**src/hw/ser_pkg.sv**
```systemverilog
// Shared types and constants for the status event register bank
package ser_pkg;

    // ==========================================================
    // Widths and counts
    localparam int REG_W      = 16;
    localparam int CNT_W      = 16;
    localparam int DIGITS     = 5;
    localparam int BCD_W      = 4 * DIGITS;
    localparam int CONV_STEPS = 16;
    localparam int STEP_W     = 5;

    // ==========================================================
    // Measurement event bit positions
    localparam int M_OVERRANGE   = 0;
    localparam int M_BELOW_ONE   = 1;
    localparam int M_ABOVE_ONE   = 2;
    localparam int M_BELOW_TWO   = 3;
    localparam int M_ABOVE_TWO   = 4;
    localparam int M_READY       = 5;
    localparam int M_BUF_TWO     = 7;
    localparam int M_BUF_HALF    = 8;
    localparam int M_BUF_NOSPACE = 9;

    // Questionable event bit positions
    localparam int Q_JUNCTION    = 4;
    localparam int Q_CAL_CONST   = 8;
    localparam int Q_SELF_ADJUST = 9;

    // Operation event bit positions
    localparam int O_CALIBRATING = 0;
    localparam int O_MEASURING   = 4;
    localparam int O_TRIG_WAIT   = 5;
    localparam int O_FILTER_OK   = 8;
    localparam int O_IDLE        = 10;

    // Implemented bits; all others read as zero
    localparam logic [15:0] MEAS_MASK = 16'h03BF;
    localparam logic [15:0] QUES_MASK = 16'h0310;
    localparam logic [15:0] OPER_MASK = 16'h0531;
    localparam logic [15:0] REG_RESET = 16'h0000;

    // ==========================================================
    // Query and enable selectors
    localparam logic [2:0] QRY_MEAS_EV   = 3'h0;
    localparam logic [2:0] QRY_QUES_EV   = 3'h1;
    localparam logic [2:0] QRY_OPER_EV   = 3'h2;
    localparam logic [2:0] QRY_MEAS_COND = 3'h3;
    localparam logic [2:0] QRY_QUES_COND = 3'h4;
    localparam logic [2:0] QRY_OPER_COND = 3'h5;
    localparam logic [1:0] EN_MEAS       = 2'h0;
    localparam logic [1:0] EN_QUES       = 2'h1;
    localparam logic [1:0] EN_OPER       = 2'h2;

    // ==========================================================
    // Carriers
    typedef struct packed {
        logic reading_overrange;
        logic below_lower_bound_one;
        logic above_upper_bound_one;
        logic below_lower_bound_two;
        logic above_upper_bound_two;
        logic new_reading_ready;
    } ser_meas_src_t;

    typedef struct packed {
        logic junction_invalid;
        logic cal_const_bad;
        logic cal_ok;
        logic self_adjust_invalid;
        logic self_adjust_ok;
    } ser_ques_src_t;

    typedef struct packed {
        logic calibrating;
        logic measuring;
        logic trig_wait;
        logic filter_settled;
        logic idle;
    } ser_oper_src_t;

    typedef struct packed {
        logic       valid;
        logic [2:0] sel;
    } ser_query_t;

    typedef struct packed {
        logic        valid;
        logic [1:0]  sel;
        logic [15:0] data;
    } ser_enable_wr_t;

    typedef struct packed {
        logic             valid;
        logic [BCD_W-1:0] digits;
    } ser_reply_t;

    typedef enum logic [1:0] {
        CV_IDLE = 2'b00,
        CV_RUN  = 2'b01,
        CV_DONE = 2'b10
    } ser_conv_state_t;

    typedef struct packed {
        ser_conv_state_t   state;
        logic [STEP_W-1:0] steps;
        logic [REG_W-1:0]  shreg;
        logic [BCD_W-1:0]  bcd;
    } ser_conv_st_t;

    typedef struct packed {
        logic [REG_W-1:0] meas_ev;
        logic [REG_W-1:0] ques_ev;
        logic [REG_W-1:0] oper_ev;
        logic [REG_W-1:0] meas_en;
        logic [REG_W-1:0] ques_en;
        logic [REG_W-1:0] oper_en;
        logic             cal_bad;
        logic             self_adjust_invalid_bad;
        logic             ready;
        logic             conv_start;
        logic [REG_W-1:0] query_val;
        ser_reply_t       reply;
        logic [2:0]       summary;
        logic             err_led;
    } ser_top_st_t;

endpackage

```
**src/hw/ser_dec_conv.sv**
```systemverilog
// Sequential binary to decimal digit converter
`timescale 1ns/1ps
module ser_dec_conv (
    input  wire logic                      clk_i,
    input  wire logic                      nrst_i,
    input  wire logic                      start_i,
    input  wire logic [ser_pkg::REG_W-1:0] bin_i,
    output logic                           done_o,
    output logic [ser_pkg::BCD_W-1:0]      bcd_o
);
    import ser_pkg::*;

    ser_conv_st_t st;
    ser_conv_st_t next_st;

    // Shift-and-add-three on every digit
    function automatic logic [BCD_W-1:0] adjust(input logic [BCD_W-1:0] v);
        logic [BCD_W-1:0] r;
        r = v;
        for (int i = 0; i < DIGITS; i++) begin
            if (r[4*i +: 4] >= 4'h5) begin
                r[4*i +: 4] = r[4*i +: 4] + 4'h3;
            end
        end
        return r;
    endfunction

    always_comb begin
        logic [BCD_W-1:0] adj;
        adj     = adjust(st.bcd);
        next_st = st;
        case (st.state)
            CV_IDLE: begin
                if (start_i) begin
                    next_st.state = CV_RUN;
                    next_st.steps = STEP_W'(CONV_STEPS);
                    next_st.shreg = bin_i;
                    next_st.bcd   = '0;
                end
            end
            CV_RUN: begin
                next_st.bcd   = {adj[BCD_W-2:0], st.shreg[REG_W-1]};
                next_st.shreg = {st.shreg[REG_W-2:0], 1'b0};
                next_st.steps = st.steps - 5'h01;
                if (st.steps == 5'h01) begin
                    next_st.state = CV_DONE;
                end
            end
            CV_DONE: begin
                next_st.state = CV_IDLE;
            end
            default: begin
                next_st.state = CV_IDLE;
            end
        endcase
        if (!nrst_i) begin
            next_st = '0;
        end
    end

    always_ff @(posedge clk_i) begin
        st <= next_st;
    end

    assign done_o = (st.state == CV_DONE);
    assign bcd_o  = st.bcd;

endmodule // ser_dec_conv

```
**src/hw/ser_status_regs.sv**
```systemverilog
// Status event, condition and enable registers with query answer path
`timescale 1ns/1ps
module ser_status_regs #(
    parameter int BUF_DEPTH = 1024
) (
    input  wire logic                        clk_i,
    input  wire logic                        nrst_i,
    input  ser_pkg::ser_meas_src_t           meas_src_i,
    input  ser_pkg::ser_ques_src_t           ques_src_i,
    input  ser_pkg::ser_oper_src_t           oper_src_i,
    input  wire logic [ser_pkg::CNT_W-1:0]   buf_count_i,
    input  ser_pkg::ser_query_t              query_i,
    output logic                             query_ready_o,
    input  ser_pkg::ser_enable_wr_t          enable_wr_i,
    input  wire logic                        preset_i,
    output ser_pkg::ser_reply_t              reply_o,
    output logic [2:0]                       summary_o,
    output logic                             err_led_o
);
    import ser_pkg::*;

    ser_top_st_t       st;
    ser_top_st_t       next_st;
    logic [REG_W-1:0]  meas_cond;
    logic [REG_W-1:0]  ques_cond;
    logic [REG_W-1:0]  oper_cond;
    logic              take;
    logic              conv_done;
    logic [BCD_W-1:0]  conv_bcd;

    // ==========================================================
    // Condition registers
    always_comb begin
        meas_cond                = REG_RESET;
        meas_cond[M_OVERRANGE]   = meas_src_i.reading_overrange;
        meas_cond[M_BELOW_ONE]   = meas_src_i.below_lower_bound_one;
        meas_cond[M_ABOVE_ONE]   = meas_src_i.above_upper_bound_one;
        meas_cond[M_BELOW_TWO]   = meas_src_i.below_lower_bound_two;
        meas_cond[M_ABOVE_TWO]   = meas_src_i.above_upper_bound_two;
        meas_cond[M_READY]       = meas_src_i.new_reading_ready;
        meas_cond[M_BUF_TWO]     = buf_count_i >= 16'h0002;
        meas_cond[M_BUF_HALF]    = buf_count_i >= CNT_W'(BUF_DEPTH / 2);
        meas_cond[M_BUF_NOSPACE] = buf_count_i >= CNT_W'(BUF_DEPTH);

        ques_cond                = REG_RESET;
        ques_cond[Q_JUNCTION]    = ques_src_i.junction_invalid;
        ques_cond[Q_CAL_CONST]   = st.cal_bad;
        ques_cond[Q_SELF_ADJUST] = st.self_adjust_invalid_bad;

        oper_cond                = REG_RESET;
        oper_cond[O_CALIBRATING] = oper_src_i.calibrating;
        oper_cond[O_MEASURING]   = oper_src_i.measuring;
        oper_cond[O_TRIG_WAIT]   = oper_src_i.trig_wait;
        oper_cond[O_FILTER_OK]   = oper_src_i.filter_settled;
        oper_cond[O_IDLE]        = oper_src_i.idle;
    end

    assign take = query_i.valid && st.ready;

    // ==========================================================
    // State update
    always_comb begin
        next_st = st;
        next_st.conv_start  = 1'b0;
        next_st.reply.valid = 1'b0;

        // Set wins over clear for both sticky faults
        if (ques_src_i.cal_ok) begin
            next_st.cal_bad = 1'b0;
        end
        if (ques_src_i.cal_const_bad) begin
            next_st.cal_bad = 1'b1;
        end
        if (ques_src_i.self_adjust_ok) begin
            next_st.self_adjust_invalid_bad = 1'b0;
        end
        if (ques_src_i.self_adjust_invalid) begin
            next_st.self_adjust_invalid_bad = 1'b1;
        end

        // Latch until read; a read clears but live sources re-set
        next_st.meas_ev = (st.meas_ev | meas_cond) & MEAS_MASK;
        next_st.ques_ev = (st.ques_ev | ques_cond) & QUES_MASK;
        next_st.oper_ev = (st.oper_ev | oper_cond) & OPER_MASK;

        if (take) begin
            next_st.ready      = 1'b0;
            next_st.conv_start = 1'b1;
            case (query_i.sel)
                QRY_MEAS_EV: begin
                    next_st.query_val = st.meas_ev;
                    next_st.meas_ev   = meas_cond & MEAS_MASK;
                end
                QRY_QUES_EV: begin
                    next_st.query_val = st.ques_ev;
                    next_st.ques_ev   = ques_cond & QUES_MASK;
                end
                QRY_OPER_EV: begin
                    next_st.query_val = st.oper_ev;
                    next_st.oper_ev   = oper_cond & OPER_MASK;
                end
                QRY_MEAS_COND: next_st.query_val = meas_cond;
                QRY_QUES_COND: next_st.query_val = ques_cond;
                QRY_OPER_COND: next_st.query_val = oper_cond;
                default:       next_st.query_val = REG_RESET;
            endcase
        end

        if (conv_done) begin
            next_st.ready        = 1'b1;
            next_st.reply.valid  = 1'b1;
            next_st.reply.digits = conv_bcd;
        end

        if (enable_wr_i.valid) begin
            case (enable_wr_i.sel)
                EN_MEAS: next_st.meas_en = enable_wr_i.data & MEAS_MASK;
                EN_QUES: next_st.ques_en = enable_wr_i.data & QUES_MASK;
                EN_OPER: next_st.oper_en = enable_wr_i.data & OPER_MASK;
                default: next_st.meas_en = st.meas_en;
            endcase
        end
        // Preset wins over a write in the same cycle
        if (preset_i) begin
            next_st.meas_en = REG_RESET;
            next_st.ques_en = REG_RESET;
            next_st.oper_en = REG_RESET;
        end

        next_st.summary[0] = |(st.meas_ev & st.meas_en);
        next_st.summary[1] = |(st.ques_ev & st.ques_en);
        next_st.summary[2] = |(st.oper_ev & st.oper_en);
        next_st.err_led    = |ques_cond;

        if (!nrst_i) begin
            next_st       = '0;
            next_st.ready = 1'b1;
        end
    end

    always_ff @(posedge clk_i) begin
        st <= next_st;
    end

    // ==========================================================
    // Decimal conversion of the captured value
    ser_dec_conv u_conv (
        .clk_i   (clk_i),
        .nrst_i  (nrst_i),
        .start_i (st.conv_start),
        .bin_i   (st.query_val),
        .done_o  (conv_done),
        .bcd_o   (conv_bcd)
    );

    assign query_ready_o = st.ready;
    assign reply_o       = st.reply;
    assign summary_o     = st.summary;
    assign err_led_o     = st.err_led;

    // ==========================================================
    // Checks
    function automatic logic [19:0] from_digits(input logic [BCD_W-1:0] d);
        logic [19:0] acc;
        acc = '0;
        for (int i = DIGITS - 1; i >= 0; i--) begin
            acc = 20'((acc * 20'd10) + 20'(d[4*i +: 4]));
        end
        return acc;
    endfunction
endmodule // ser_status_regs

```
**config.mk**
```make
export PLATFORM = sky130hd
export DESIGN_NAME = ser_status_regs
export DESIGN_NICKNAME = d
export VERILOG_FILES = /design/src/hw/ser_pkg.sv /design/src/hw/ser_dec_conv.sv /design/src/hw/ser_status_regs.sv
export SDC_FILE = /design/constraint.sdc
export NUM_CORES = 1
export LEC_CHECK = 0
export BUFFER_PORTS_ARGS = -buffer_cell sky130_fd_sc_hd__buf_2
export CAP_MARGIN = 20
export CORE_ASPECT_RATIO = 0.9
export CORE_MARGIN = 2
export CORE_UTILIZATION = 30
export DETAILED_ROUTE_END_ITERATION = 12
export GPL_TIMING_DRIVEN = 0
export PLACE_DENSITY = 0.5
export REMOVE_ABC_BUFFERS = 1
export SYNTH_ARGS = -nofsm -noshare
export SYNTH_HDL_FRONTEND = slang
export SYNTH_SLANG_ARGS = --single-unit
```
**constraint.sdc**
```tcl
create_clock -name clk_i -period 2.05 [get_ports clk_i]
set_input_delay 0.205 -clock clk_i [delete_from_list [all_inputs] [get_ports clk_i]]
set_output_delay 0.205 -clock clk_i [all_outputs]
set_load 0.01 [all_outputs]
```
==> results.md, run 1 <==
- The worst hold slack after final layout is 0.01688 ns.
- Across the VDD grid, the largest voltage drop is 0.0004823 V.
- The reported net switching power is ~1.4 mW.
- The first global-routing pass estimated 19830 microns of wire.
- Buffers inserted during clock tree synthesis total 17.
- The maximum number of pins on one net before global-route repair is 52.
- The proportion of layout cells with a drive suffix above 1 is 23.71%.
- The final wirelength is around 12000 microns.
- The placed standard-cell area is 5369 sq um.
- The startpoint of the lowest-slack hold path is query_i[3].
- With fillers left out, the area of the finished cells amounts to 5981 sq um.
- The number of placement rows is 45.
- The critical path in this run is classified as reg2reg.
- Setup repair after global routing left no endpoint under its margin.
- In the synthesized netlist, the number of instances is roughly 550.
- Data on the critical path is required at its endpoint by 2.39 ns.
- The achievable clock frequency is 560.1 MHz.
- The cell at the root of the clock tree is sky130_fd_sc_hd__clkbuf_16.
- The post-synthesis share of cell area spent on xor and xnor gates is 1.555%.
- The HPWL after detailed placement is 8043 microns.
- The first routing iteration left 148 violations.
- The number of global-route vias before repair is 3980.
- The finished layout holds a little over 800 standard cells, fillers aside.
- Of the synthesized area, sequential elements account for between 40% and 50%.
- The startpoint identified for the worst register-to-register timing path is st[41]$_SDFF_PN0_.
- The cell taking the most area after synthesis is sky130_fd_sc_hd__dfxtp_1.
- The synthesis-stage register bit count is between 100 and 150.
- Including well taps, the total number of placed cells is 777.
- The per-cell via count in the routed design is ~5.
- In this run the tightest slew margin relative to its limit is 33.69%.
- In the post-synthesis netlist, the biggest area contributors are sky130_fd_sc_hd__dfxtp_1 (46%), sky130_fd_sc_hd__nor2_1 (5.7%), sky130_fd_sc_hd__a22o_1 (4.1%).
- The repair_antennas step left the layout with diodes totalling 0.
- The number of hold violations in the final report came to 0.
- The top cell type's share of synthesized area is between 40% and 50%.
- In this run switching power makes up 24.53% of total power.
- The power share of the combinational group is 7.5%.
- The share of the core filled with cells is 35.77%.
- By count the netlist is led by sky130_fd_sc_hd__dfxtp_1 (116), sky130_fd_sc_hd__nor2_1 (77), sky130_fd_sc_hd__a21oi_1 (40).
- The initial standard-cell utilization of the core is a little under a third.
- The number of search-and-repair iterations in the first detailed-routing pass is 4.
- The maximum buffer depth of the clock tree is 2.
- The post-synthesis share of cell area spent on full adders, half adders and majority gates is 2.962%.
- At the later pin of the worst-skew pair, clock insertion delay measures 0.42 ns.
- The count of vias placed by the detailed router is roughly 4000.
- The die span in x is 141.0 microns.
- The final estimated routing congestion in global placement is 0.7520.
- Setup violations remaining at the end of the flow were counted as 0.
- The final-report max-slew violation count is 0.
- The TritonCTS sink count is ~120.
- The number of instances on the worst hold path is 2.
- The average wire per cell in the routed design is 14.21 microns.
- Data on the critical path arrives at its endpoint at between 2 and 2.5 ns.
- After synthesis, the largest family of logic cells by area is compound AO/OA/AOI/OAI gates.
- The type of origin of the critical path is a flip-flop.
- The slew of the pin with the lowest slew margin is 0.9903 ns.
- The signal on the critical path passes through o21bai_4 > and2_1 > nand2_1 > o21ai_0.
- The power per cell area is approximately 920 nW/um^2.
- The portion of total power attributed to sequential cells is between 40% and 50%.
- The clock group share of total power is around half.
- The count of buffers added on input and output ports is 76.
- The kind of end point of the critical path is a flip-flop.
- The average size of a mapped cell is 9.283 sq um.
- TritonCTS built the clock tree.
- The run finished with clean final reports.
- In the finished design, the share of the clock period the worst path needs comes to about 87%.
- Relative to the synthesized area, the layout overhead comes to 18.00%.
- The H-tree was split into 4 levels.
- Counting distinct cell types in the post-synthesis netlist gives 50.
- The largest stage delay on the critical path is 0.55 ns.
- The portion of synthesized area spent on multiplexers is roughly 5.8%.
- Yosys printed 0 warnings.
- The die extent in y is 127.3 microns.
- Summing the areas of all compound-gate instances in the mapped netlist gives between 20 and 25% of the synthesized area.
- The max capacitance violation total is 0.
- Summed over all layers, the global routing overflow is 0.
- The standby leakage power is 2.417 nW.
- In this run the worst path has a maximum fanout of 23.
- Counting cells, the worst reg-to-reg path comes to 4.
- Counting flops with a built-in enable in the synthesized netlist gives 0.
- The global-route usage over all layers is ~14%.
- The count of nets left with antenna violations once routing finished came out at 0.
- The kind of path behind the tightest hold check is in2reg.
- The floorplan step defined a die boundary enclosing 17950 sq um.
- In the routed design, unresolved DRC markers number 0.
- After clock tree synthesis, the clock-pin slew on the worst setup and hold paths is ~0.05 ns.
- The total number of nets in the final design is ~660.
- In this run the cell area of the synthesized design comes to between 5000 and 6000 sq um.
- The number of antenna violations at the first check in global routing is 0.
- The async set-or-reset flop fraction in the synthesized netlist is 0%.
- The critical path starts at st[41]$_SDFF_PN0_.
- The placeable core region is between 15000 and 20000 sq um.
- The internal portion of the total power is between 4 and 5 mW.
- The cell at the slowest stage of the critical path is sky130_fd_sc_hd__o21bai_4.
- The clock period minus final worst setup slack is about 1.8 ns.
- By instance count, the leading cell after synthesis is sky130_fd_sc_hd__dfxtp_1.
- The number of primary I/O pins is 84.
- Summing the areas of all and, or, nand and nor instances in the mapped netlist gives 14.84% of the synthesized area.
- The clock arrives with 0.01500 ns of skew.
- The leading register cell type out of synthesis is sky130_fd_sc_hd__dfxtp_1.
-- state kept, by name, summed over array words and instances, names as in the netlist --
register       cells
err_led_o          1
query_ready_o      1
ques_cond          2
reply_o           21
st                45
summary_o          3
u_conv.bcd_o      20
u_conv.st         23
-- worst paths after layout --
kind                                   end  slack [ns]
max reg2reg  u_conv.bcd_o[14]$_SDFFE_PN0P_        0.26
min             query_ready_o$_SDFFE_PP1P_        0.02
max          u_conv.bcd_o[14]$_SDFFE_PN0P_        0.26
min reg2reg       reply_o[13]$_SDFFE_PN0P_        0.47
-- cells in the final DEF (no fill, tap or decap), drive strengths merged, types with 2 or more instances in the layout --
| cell type | Yosys | routed |
|---|---|---|
| dfxtp | 116 | 116 |
| nor2 | 79 | 79 |
| buf | 47 | 79 |
| a21oi | 40 | 40 |
| nand2 | 26 | 26 |
| o21ai | 25 | 25 |
| a22o | 24 | 24 |
| inv | 20 | 21 |
| mux2i | 19 | 19 |
| clkbuf | 9 | 18 |
| a22oi | 16 | 16 |
| ha | 12 | 12 |
| nor3 | 11 | 11 |
| nand2b | 11 | 11 |
| a2bb2oi | 10 | 10 |
| o221a | 10 | 10 |
| mux2 | 9 | 9 |
| clkinv | 0 | 8 |
| nand3 | 7 | 7 |
| a31oi | 6 | 6 |
| xnor2 | 5 | 5 |
| nor4 | 5 | 5 |
| or3 | 5 | 5 |
| nand3b | 4 | 4 |
| xor2 | 4 | 4 |
| and2 | 3 | 3 |
| a222oi | 3 | 3 |
| a221oi | 3 | 3 |
| a211oi | 3 | 3 |
| clkinvlp | 0 | 3 |
| dlygate4sd3 | 0 | 3 |
| a32oi | 2 | 2 |
| o211a | 2 | 2 |
-- cells by family after synthesis --
group                      count (synthesis)
adders and majority gates                 12
muxes                                     28
xor gates and xnor gates                   9
DFF                                      116
buffers and inverters                     76
AOI/OAI and AO/OA                        148
and+or+nand+nor                          157
-- metal layers --
layer,wire (microns),up-vias,track usage [%]
met5,0,-,0
li1,-,2023,-
met2,5193,69,21.98
met1,5819,1902,18.15
met4,149,0,5.294
met3,407,13,3.711
-- power groups by stage --
stage | registers, mW | clock network, mW | logic (mW)
after detailed placement | 2.45 | 0 | 0.404
after CTS | 2.40 | 2.77 | 0.412
final | 2.40 | 2.71 | 0.412
after global placement | 2.45 | 0 | 0.395
after global routing | 2.41 | 2.88 | 0.467
after floorplan | 2.43 | 0 | 0.250
-- final cells by class --
type / instances / area, sq um
flip-flops and latches: 116 / 2325
repair buffers: 82 / 432.9
well taps: 211 / 264.0
fillers: 1675 / 10740
clock buffers: 18 / 429.2
clock inverters: 13 / 112.6
inverters: 20 / 77.57
multi-input cells: 354 / 2340
-- through the flow --
| stage | worst slack [ns] | TNS, ns | total power [mW] |
|---|---|---|---|
| after floorplan | 0.01473 | 0 | 2.677 |
| after global placement | -0.8112 | -19.48 | 2.842 |
| after detailed placement | -0.3340 | -7.802 | 2.851 |
| after CTS | 0.004915 | 0 | 5.587 |
| after global routing | 0.1033 | 0 | 5.758 |
| final | 0.2648 | 0 | 5.519 |
-- worst max-delay path: cells and delay by family (launching register included) --
kind	cells	cell delay, ns
DFF	1	0.47
and+or+nand+nor	2	0.60
AOI/OAI and AO/OA	2	0.63
-- what timing repair did --
| item | in CTS | in global routing |
|---|---|---|
| gates cloned | 0 | 0 |
| hold buffers | 3 | 0 |
| setup buffers | 0 | 3 |
| endpoints found under the setup margin | 32 | 31 |
| gates resized for setup | 3 | 1 |
| pin swaps | 0 | 1 |
| endpoints found under the hold margin | 3 | 0 |
Power figures use the tool's default switching activity.
==> inputs of run 2 (changes only) <==
==> constraint.sdc (replaced) <==
create_clock -name clk_i -period 1.75 [get_ports clk_i]
set_input_delay 0.175 -clock clk_i [delete_from_list [all_inputs] [get_ports clk_i]]
set_output_delay 0.175 -clock clk_i [all_outputs]
set_load 0.01 [all_outputs]
==> results.md, run 2 (synthesized netlist as in run 1, its figures left out) <==
- Outcome: finished, final reports clean (unchanged).
- The class of the most critical setup path is reg2reg (unchanged).
- The number of placement rows is 45 (unchanged).
- The final wirelength was 12010 microns (was 11570 microns).
- The first-pass GRT wire length was 20160 microns (was 19830 microns).
- The slew of the pin with the lowest slew margin is 1.024 ns (was 0.9903 ns).
- The worst hold slack after final layout was 0.01652 ns (was 0.01688 ns).
- The register with the most flip-flops is st (unchanged).
- The HPWL after detailed placement is 8043 microns (unchanged).
- The fraction of the cycle the final worst path needs is 92.74% (was 87.09%).
- The total chip power was 6.503 mW (was 5.519 mW).
- The number of flip-flops under the largest register name is 45 (unchanged).
- The number of search-and-repair iterations in the first detailed-routing pass was 4 (unchanged).
- The number of fill cells in the layout was 1658 (was 1675).
- The final-report max-slew violation count is 0 (unchanged).
- The number of clock buffers inserted by TritonCTS is 17 (unchanged).
- The maximum fanout along the worst path is 4 (was 23).
- The maximum number of pins on one net before global-route repair is 52 (unchanged).
- The number of standard cells in the layout, taps in and fillers out is 829 (was 814).
- The count of routing violations after the opening detailed-route iteration was 178 (was 148).
- The kind of path behind the tightest hold check was in2reg (unchanged).
- The total overflow reported by the global router is 0 (unchanged).
- The number of design rule violations left after detail routing came to 0 (unchanged).
- The signal arrival time at the worst endpoint is 1.97 ns (was 2.12 ns).
- The global-route usage over all layers is 14.13% (was 13.86%).
- The average wire per cell in the routed design came to 14.48 microns (was 14.21 microns).
- The number of antenna violations at the first check in global routing is 0 (unchanged).
- The final worst clock skew is 0.01484 ns (was 0.01500 ns).
- The number of buffer cells added on primary ports is 76 (unchanged).
- The maximum buffer depth of the clock tree came to 2 (unchanged).
- The type of origin of the critical path was a flip-flop (unchanged).
- The worst-case vdd ir drop is 0.0005582 V (was 0.0004823 V).
- The clock transition at the registers of the reported paths is 0.06 ns (was 0.05 ns).
- The share of the core filled with cells came to 36.73% (was 35.77%).
- The kind of end point of the critical path is a flip-flop (unchanged).
- The count of vias placed by the detailed router is 4080 (was 4007).
- The number of global-route vias before repair was 4057 (was 3980).
- The count of final setup violators is 0 (unchanged).
- The later-pin clock latency in the skew report came to 0.42 ns (about the same).
- The cell at the root of the clock tree is sky130_fd_sc_hd__clkbuf_16 (unchanged).
- The TritonCTS sink count is 116 (unchanged).
- The initial standard-cell utilization of the core came to 30.31% (unchanged).
- The number of hold violations in the final report was 0 (unchanged).
- The proportion of layout cells with a drive suffix above 1 is 24.11% (was 23.71%).
- The total inserted antenna cells is 0 (unchanged).
- The total number of nets in the final design is 676 (was 661).
- The antenna violation net count after detailed routing is 0 (unchanged).
- The H-tree level count came to 4 (unchanged).
- The per-cell via count in the routed design is 4.922 (was 4.923).
- The number of placed cells counting well taps is 777 (unchanged).
- The layout-stage area growth over the synthesis result is 21.18% (was 18.00%).
- The standby leakage power is 2.478 nW (was 2.417 nW).
- The max capacitance violation total was 0 (unchanged).
- The power per cell area came to 1059 nW/um^2 (was 922.9 nW/um^2).
- RSZ-0062 raised after global routing: no (unchanged).
- The remaining max-slew budget at the tightest pin is 31.73% (was 33.69%).
- The number of primary I/O pins is 84 (unchanged).
- The overall die area is 17950 sq um (unchanged).
- The placeable core region is 16720 sq um (unchanged).
- The die span in x is 141.0 microns (unchanged).
- The most frequent standard cell in the layout excluding fill and tap cells is sky130_fd_sc_hd__dfxtp_1 (unchanged).
- The clock period minus final worst setup slack is 1.623 ns (was 1.785 ns).
- Commonest cells after routing, fill and taps aside: sky130_fd_sc_hd__dfxtp_1 (114), sky130_fd_sc_hd__nor2_1 (77), sky130_fd_sc_hd__buf_2 (76) (unchanged).
- The die extent in y is 127.3 microns (unchanged).
- The TritonCTS clock tree is yes (unchanged).
- The achievable clock frequency is 616.2 MHz (was 560.1 MHz).
- The data required time at the worst endpoint came to 2.09 ns (was 2.39 ns).
- The final estimated routing congestion in global placement is 0.7520 (unchanged).
[run 2: critical path, stage by stage, from the launching register on]
cell                       delay [ns]
sky130_fd_sc_hd__dfxtp_1         0.37
sky130_fd_sc_hd__inv_1           0.09
sky130_fd_sc_hd__ha_1            0.17
sky130_fd_sc_hd__nand2b_1        0.13
sky130_fd_sc_hd__a21oi_1         0.28
sky130_fd_sc_hd__mux2_2          0.37
sky130_fd_sc_hd__o21ai_0         0.14
[run 2: path summary, 6_finish.rpt]
path,startpoint,end,slack (ns),depth (start not counted)
worst min-delay path,enable_wr_i[7],st[84]$_SDFFE_PP0P_,0.02,3
worst min register to register,reply_o[13]$_SDFFE_PN0P_,reply_o[13]$_SDFFE_PN0P_,0.47,1
worst max register to register,u_conv.bcd_o[1]$_SDFFE_PN0P_,u_conv.bcd_o[2]$_SDFFE_PN0P_,0.13,6
worst max-delay path,u_conv.bcd_o[1]$_SDFFE_PN0P_,u_conv.bcd_o[2]$_SDFFE_PN0P_,0.13,6
[run 2: what timing repair did]
| action | CTS | global route |
|---|---|---|
| gates cloned | 1 | 1 |
| setup buffers | 3 | 0 |
| hold endpoints to repair | 16 | 0 |
| endpoints found under the setup margin | 51 | 30 |
| pin swaps | 3 | 1 |
| hold buffers | 16 | 0 |
| gates resized for setup | 6 | 3 |
[run 2: routing by layer]
metal	track usage, %	vias to the layer above	routed length [microns]
li1	-	2048	-
met1	18.57	1952	5962
met2	22.41	67	5519
met3	3.711	13	383
met4	5.294	0	140
met5	0	-	0
[run 2: area by class of cell]
type	instances	area [sq um]	share of cell area, %
inverters	20	77.57	1.263
clock inverters	13	112.6	1.833
well taps	211	264.0	4.298
flip-flops and latches	116	2327	37.89
multi-input cells	356	2369	38.56
clock buffers	18	429.2	6.987
repair buffers	95	563.0	9.167
[run 2: per-stage QoR]
| step | worst slack, ns | area, sq um | TNS, ns |
|---|---|---|---|
| 6_report | 0.1271 | 6142 | 0 |
| 3_5_place_dp | -0.6040 | 5369 | -17.93 |
| 2_1_floorplan | -0.2853 | 4716 | -5.246 |
| 4_1_cts | 0.001063 | 6126 | 0 |
| 5_1_grt | 0.005022 | 6142 | 0 |
| 3_3_place_gp | -1.081 | 5360 | -32.29 |
[run 2: report_power, final]
part           total (mW)  switching, mW  internal [mW]
logic               0.516          0.281          0.235
clock network        3.17           1.24           1.93
registers            2.81         0.0820           2.73
total                6.50           1.60           4.90
==> inputs of run 3 (changes only) <==
==> constraint.sdc (replaced) <==
create_clock -name clk_i -period 1.75 [get_ports clk_i]
set_input_delay 0.2625 -clock clk_i [delete_from_list [all_inputs] [get_ports clk_i]]
set_output_delay 0.2625 -clock clk_i [all_outputs]
set_load 0.01 [all_outputs]
==> results.md, run 3 (synthesized netlist as in run 1, its figures left out) <==
- The signal arrival time at the worst endpoint came to 1.98 ns (was 1.97 ns).
- The startpoint of the lowest-slack register-to-register path was u_conv.bcd_o[1]$_SDFFE_PN0P_ (unchanged).
- The slew of the pin with the lowest slew margin was 1.013 ns (was 1.024 ns).
- The max capacitance violation total is 0 (unchanged).
- RSZ-0062 raised after global routing: no (unchanged).
- The capture point of the critical path is u_conv.bcd_o[2]$_SDFFE_PN0P_ (unchanged).
- The clock transition at the registers of the reported paths is 0.06 ns (about the same).
- The number of fill cells in the layout came to 1673 (was 1658).
- The number of flip-flops under the largest register name is 45 (unchanged).
- The slack of the worst reg-to-reg path came to 0.10 ns (was 0.13 ns).
- The most frequent standard cell in the layout excluding fill and tap cells is sky130_fd_sc_hd__dfxtp_1 (unchanged).
- The placed standard-cell area is 5369 sq um (unchanged).
- The number of clock buffers inserted by TritonCTS is 17 (unchanged).
- The total inserted antenna cells was 0 (unchanged).
- The number of search-and-repair iterations in the first detailed-routing pass is 4 (unchanged).
- The count of final setup violators is 0 (unchanged).
- The placeable core region is 16720 sq um (unchanged).
- The layout-stage area growth over the synthesis result is 18.02% (was 21.18%).
- The number of global-route vias before repair was 4004 (was 4057).
- The class of the most critical setup path is reg2reg (unchanged).
- The achievable clock frequency came to 607.5 MHz (was 616.2 MHz).
- The HPWL after detailed placement is 8043 microns (unchanged).
- The cell at the root of the clock tree is sky130_fd_sc_hd__clkbuf_16 (unchanged).
- The worst-case vdd ir drop came to 0.0005586 V (was 0.0005582 V).
- The source of the critical timing path is u_conv.bcd_o[1]$_SDFFE_PN0P_ (unchanged).
- The initial standard-cell utilization of the core is 30.31% (unchanged).
- The number of antenna violations at the first check in global routing is 0 (unchanged).
- The number of primary I/O pins was 84 (unchanged).
- The post-place setup slack came to -0.6915 ns (was -0.6040 ns).
- The TritonCTS clock tree was yes (unchanged).
- The final worst clock skew is 0.01523 ns (was 0.01484 ns).
- The power per cell area was 1082 nW/um^2 (was 1059 nW/um^2).
- The average wire per cell in the routed design is 14.75 microns (was 14.48 microns).
- The later-pin clock latency in the skew report is 0.42 ns (about the same).
- The die span in x is 141.0 microns (unchanged).
- The final-report max-slew violation count is 0 (unchanged).
- The global-route usage over all layers is 14.02% (was 14.13%).
- The overall die area is 17950 sq um (unchanged).
- The count of vias placed by the detailed router is 4057 (was 4080).
- The worst setup margin is 0.1039 ns (was 0.1271 ns).
- The kind of end point of the critical path was a flip-flop (unchanged).
- The design area was 5982 sq um (was 6142 sq um).
- The number of hold violations in the final report is 0 (unchanged).
- The proportion of layout cells with a drive suffix above 1 is 24.75% (was 24.11%).
- The count of routing violations after the opening detailed-route iteration is 166 (was 178).
- The TritonCTS sink count came to 116 (unchanged).
- The fraction of the cycle the final worst path needs is 94.06% (was 92.74%).
- The per-cell via count in the routed design is 4.990 (was 4.922).
- The worst flop-to-flop path endpoint is u_conv.bcd_o[2]$_SDFFE_PN0P_ (unchanged).
- The register with the most flip-flops is st (unchanged).
- The maximum buffer depth of the clock tree was 2 (unchanged).
- The total number of nets in the final design was 660 (was 676).
- The standby leakage power is 2.411 nW (was 2.478 nW).
- The maximum number of pins on one net before global-route repair is 52 (unchanged).
- The count of cells along the worst register-to-register path is 6 (unchanged).
- The final estimated routing congestion in global placement came to 0.7520 (unchanged).
- The first-pass GRT wire length is 19990 microns (was 20160 microns).
- The clock period minus final worst setup slack was 1.646 ns (was 1.623 ns).
- The data required time at the worst endpoint came to 2.09 ns (about the same).
- The total overflow reported by the global router is 0 (unchanged).
- The number of placement rows came to 45 (unchanged).
- The kind of path behind the tightest hold check is in2reg (unchanged).
- The type of origin of the critical path is a flip-flop (unchanged).
- The final wirelength came to 11990 microns (was 12010 microns).
- The number of design rule violations left after detail routing is 0 (unchanged).
- The number of buffer cells added on primary ports is 76 (unchanged).
- The die extent in y is 127.3 microns (unchanged).
- The remaining max-slew budget at the tightest pin is 32.36% (was 31.73%).
- The maximum fanout along the worst path came to 4 (unchanged).
- Commonest cells after routing, fill and taps aside: sky130_fd_sc_hd__dfxtp_1 (114), sky130_fd_sc_hd__nor2_1 (77), sky130_fd_sc_hd__buf_2 (76) (unchanged).
- The share of the core filled with cells is 35.77% (was 36.73%).
- The antenna violation net count after detailed routing is 0 (unchanged).
- The H-tree level count came to 4 (unchanged).
- Outcome: finished, final reports clean (unchanged).
- The startpoint of the lowest-slack hold path is ques_src_i[1] (was enable_wr_i[7]).
run 3: repair_timing:
item	4_1_cts	5_1_grt
gates resized for setup	6	3
setup endpoints to repair	51	30
hold buffers	0	0
pin swaps	3	1
gates cloned	1	1
buffers inserted	3	0
run 3: through the flow:
stage / std cells / TNS (ns) / power (mW) / hold slack, ns
detailed placement: 777 / -19.77 / 3.340 / 0.4596
CTS: 812 / 0 / 6.554 / 0.04346
global placement: 777 / -34.92 / 3.329 / 0.4552
floorplan: 490 / -5.246 / 3.136 / 0.3629
finish: 813 / 0 / 6.471 / 0.05744
global route: 813 / 0 / 6.749 / 0.07294
run 3: worst min path at each step:
stage                                            end  slack [ns]  depth (start not counted)
after floorplan           query_ready_o$_SDFFE_PP1P_        0.36                          1
after global placement      reply_o[13]$_SDFFE_PN0P_        0.46                          1
after detailed placement     reply_o[0]$_SDFFE_PN0P_        0.46                          1
after CTS                  ques_cond[9]$_SDFFE_PN0P_        0.04                          3
after global routing       ques_cond[8]$_SDFFE_PN0P_        0.07                          3
final                      ques_cond[9]$_SDFFE_PN0P_        0.06                          3
run 3: final cells by class:
type | count | area, sq um | share of cell area [%]
clock buffers | 18 | 429.2 | 7.174
clock inverters | 13 | 112.6 | 1.882
inverters | 20 | 77.57 | 1.297
multi-input cells | 356 | 2369 | 39.59
flip-flops and latches | 116 | 2327 | 38.90
well taps | 211 | 264.0 | 4.413
repair buffers | 79 | 402.9 | 6.735
run 3: worst max-delay path, stage by stage, from the launching register on:
cell	delay, ns
sky130_fd_sc_hd__dfxtp_1	0.37
sky130_fd_sc_hd__inv_1	0.09
sky130_fd_sc_hd__ha_1	0.17
sky130_fd_sc_hd__nand2b_1	0.13
sky130_fd_sc_hd__a21oi_1	0.28
sky130_fd_sc_hd__mux2_2	0.37
sky130_fd_sc_hd__o21ai_0	0.16
run 3: where the power goes:
part	switching [mW]	leakage (nW)	total [mW]	internal [mW]
Sequential	0.0821	0.947	2.81	2.73
Clock	1.23	0.262	3.17	1.93
Combinational	0.277	1.20	0.489	0.212
run 3: routing by layer:
layer / vias up / part of all wire, % / track usage [%]
li1: 2023 / - / -
met1: 1942 / 49 / 18.50
met2: 78 / 45 / 22.04
met3: 14 / 3.8 / 3.786
met4: 0 / 1.4 / 5.294
met5: - / 0 / 0
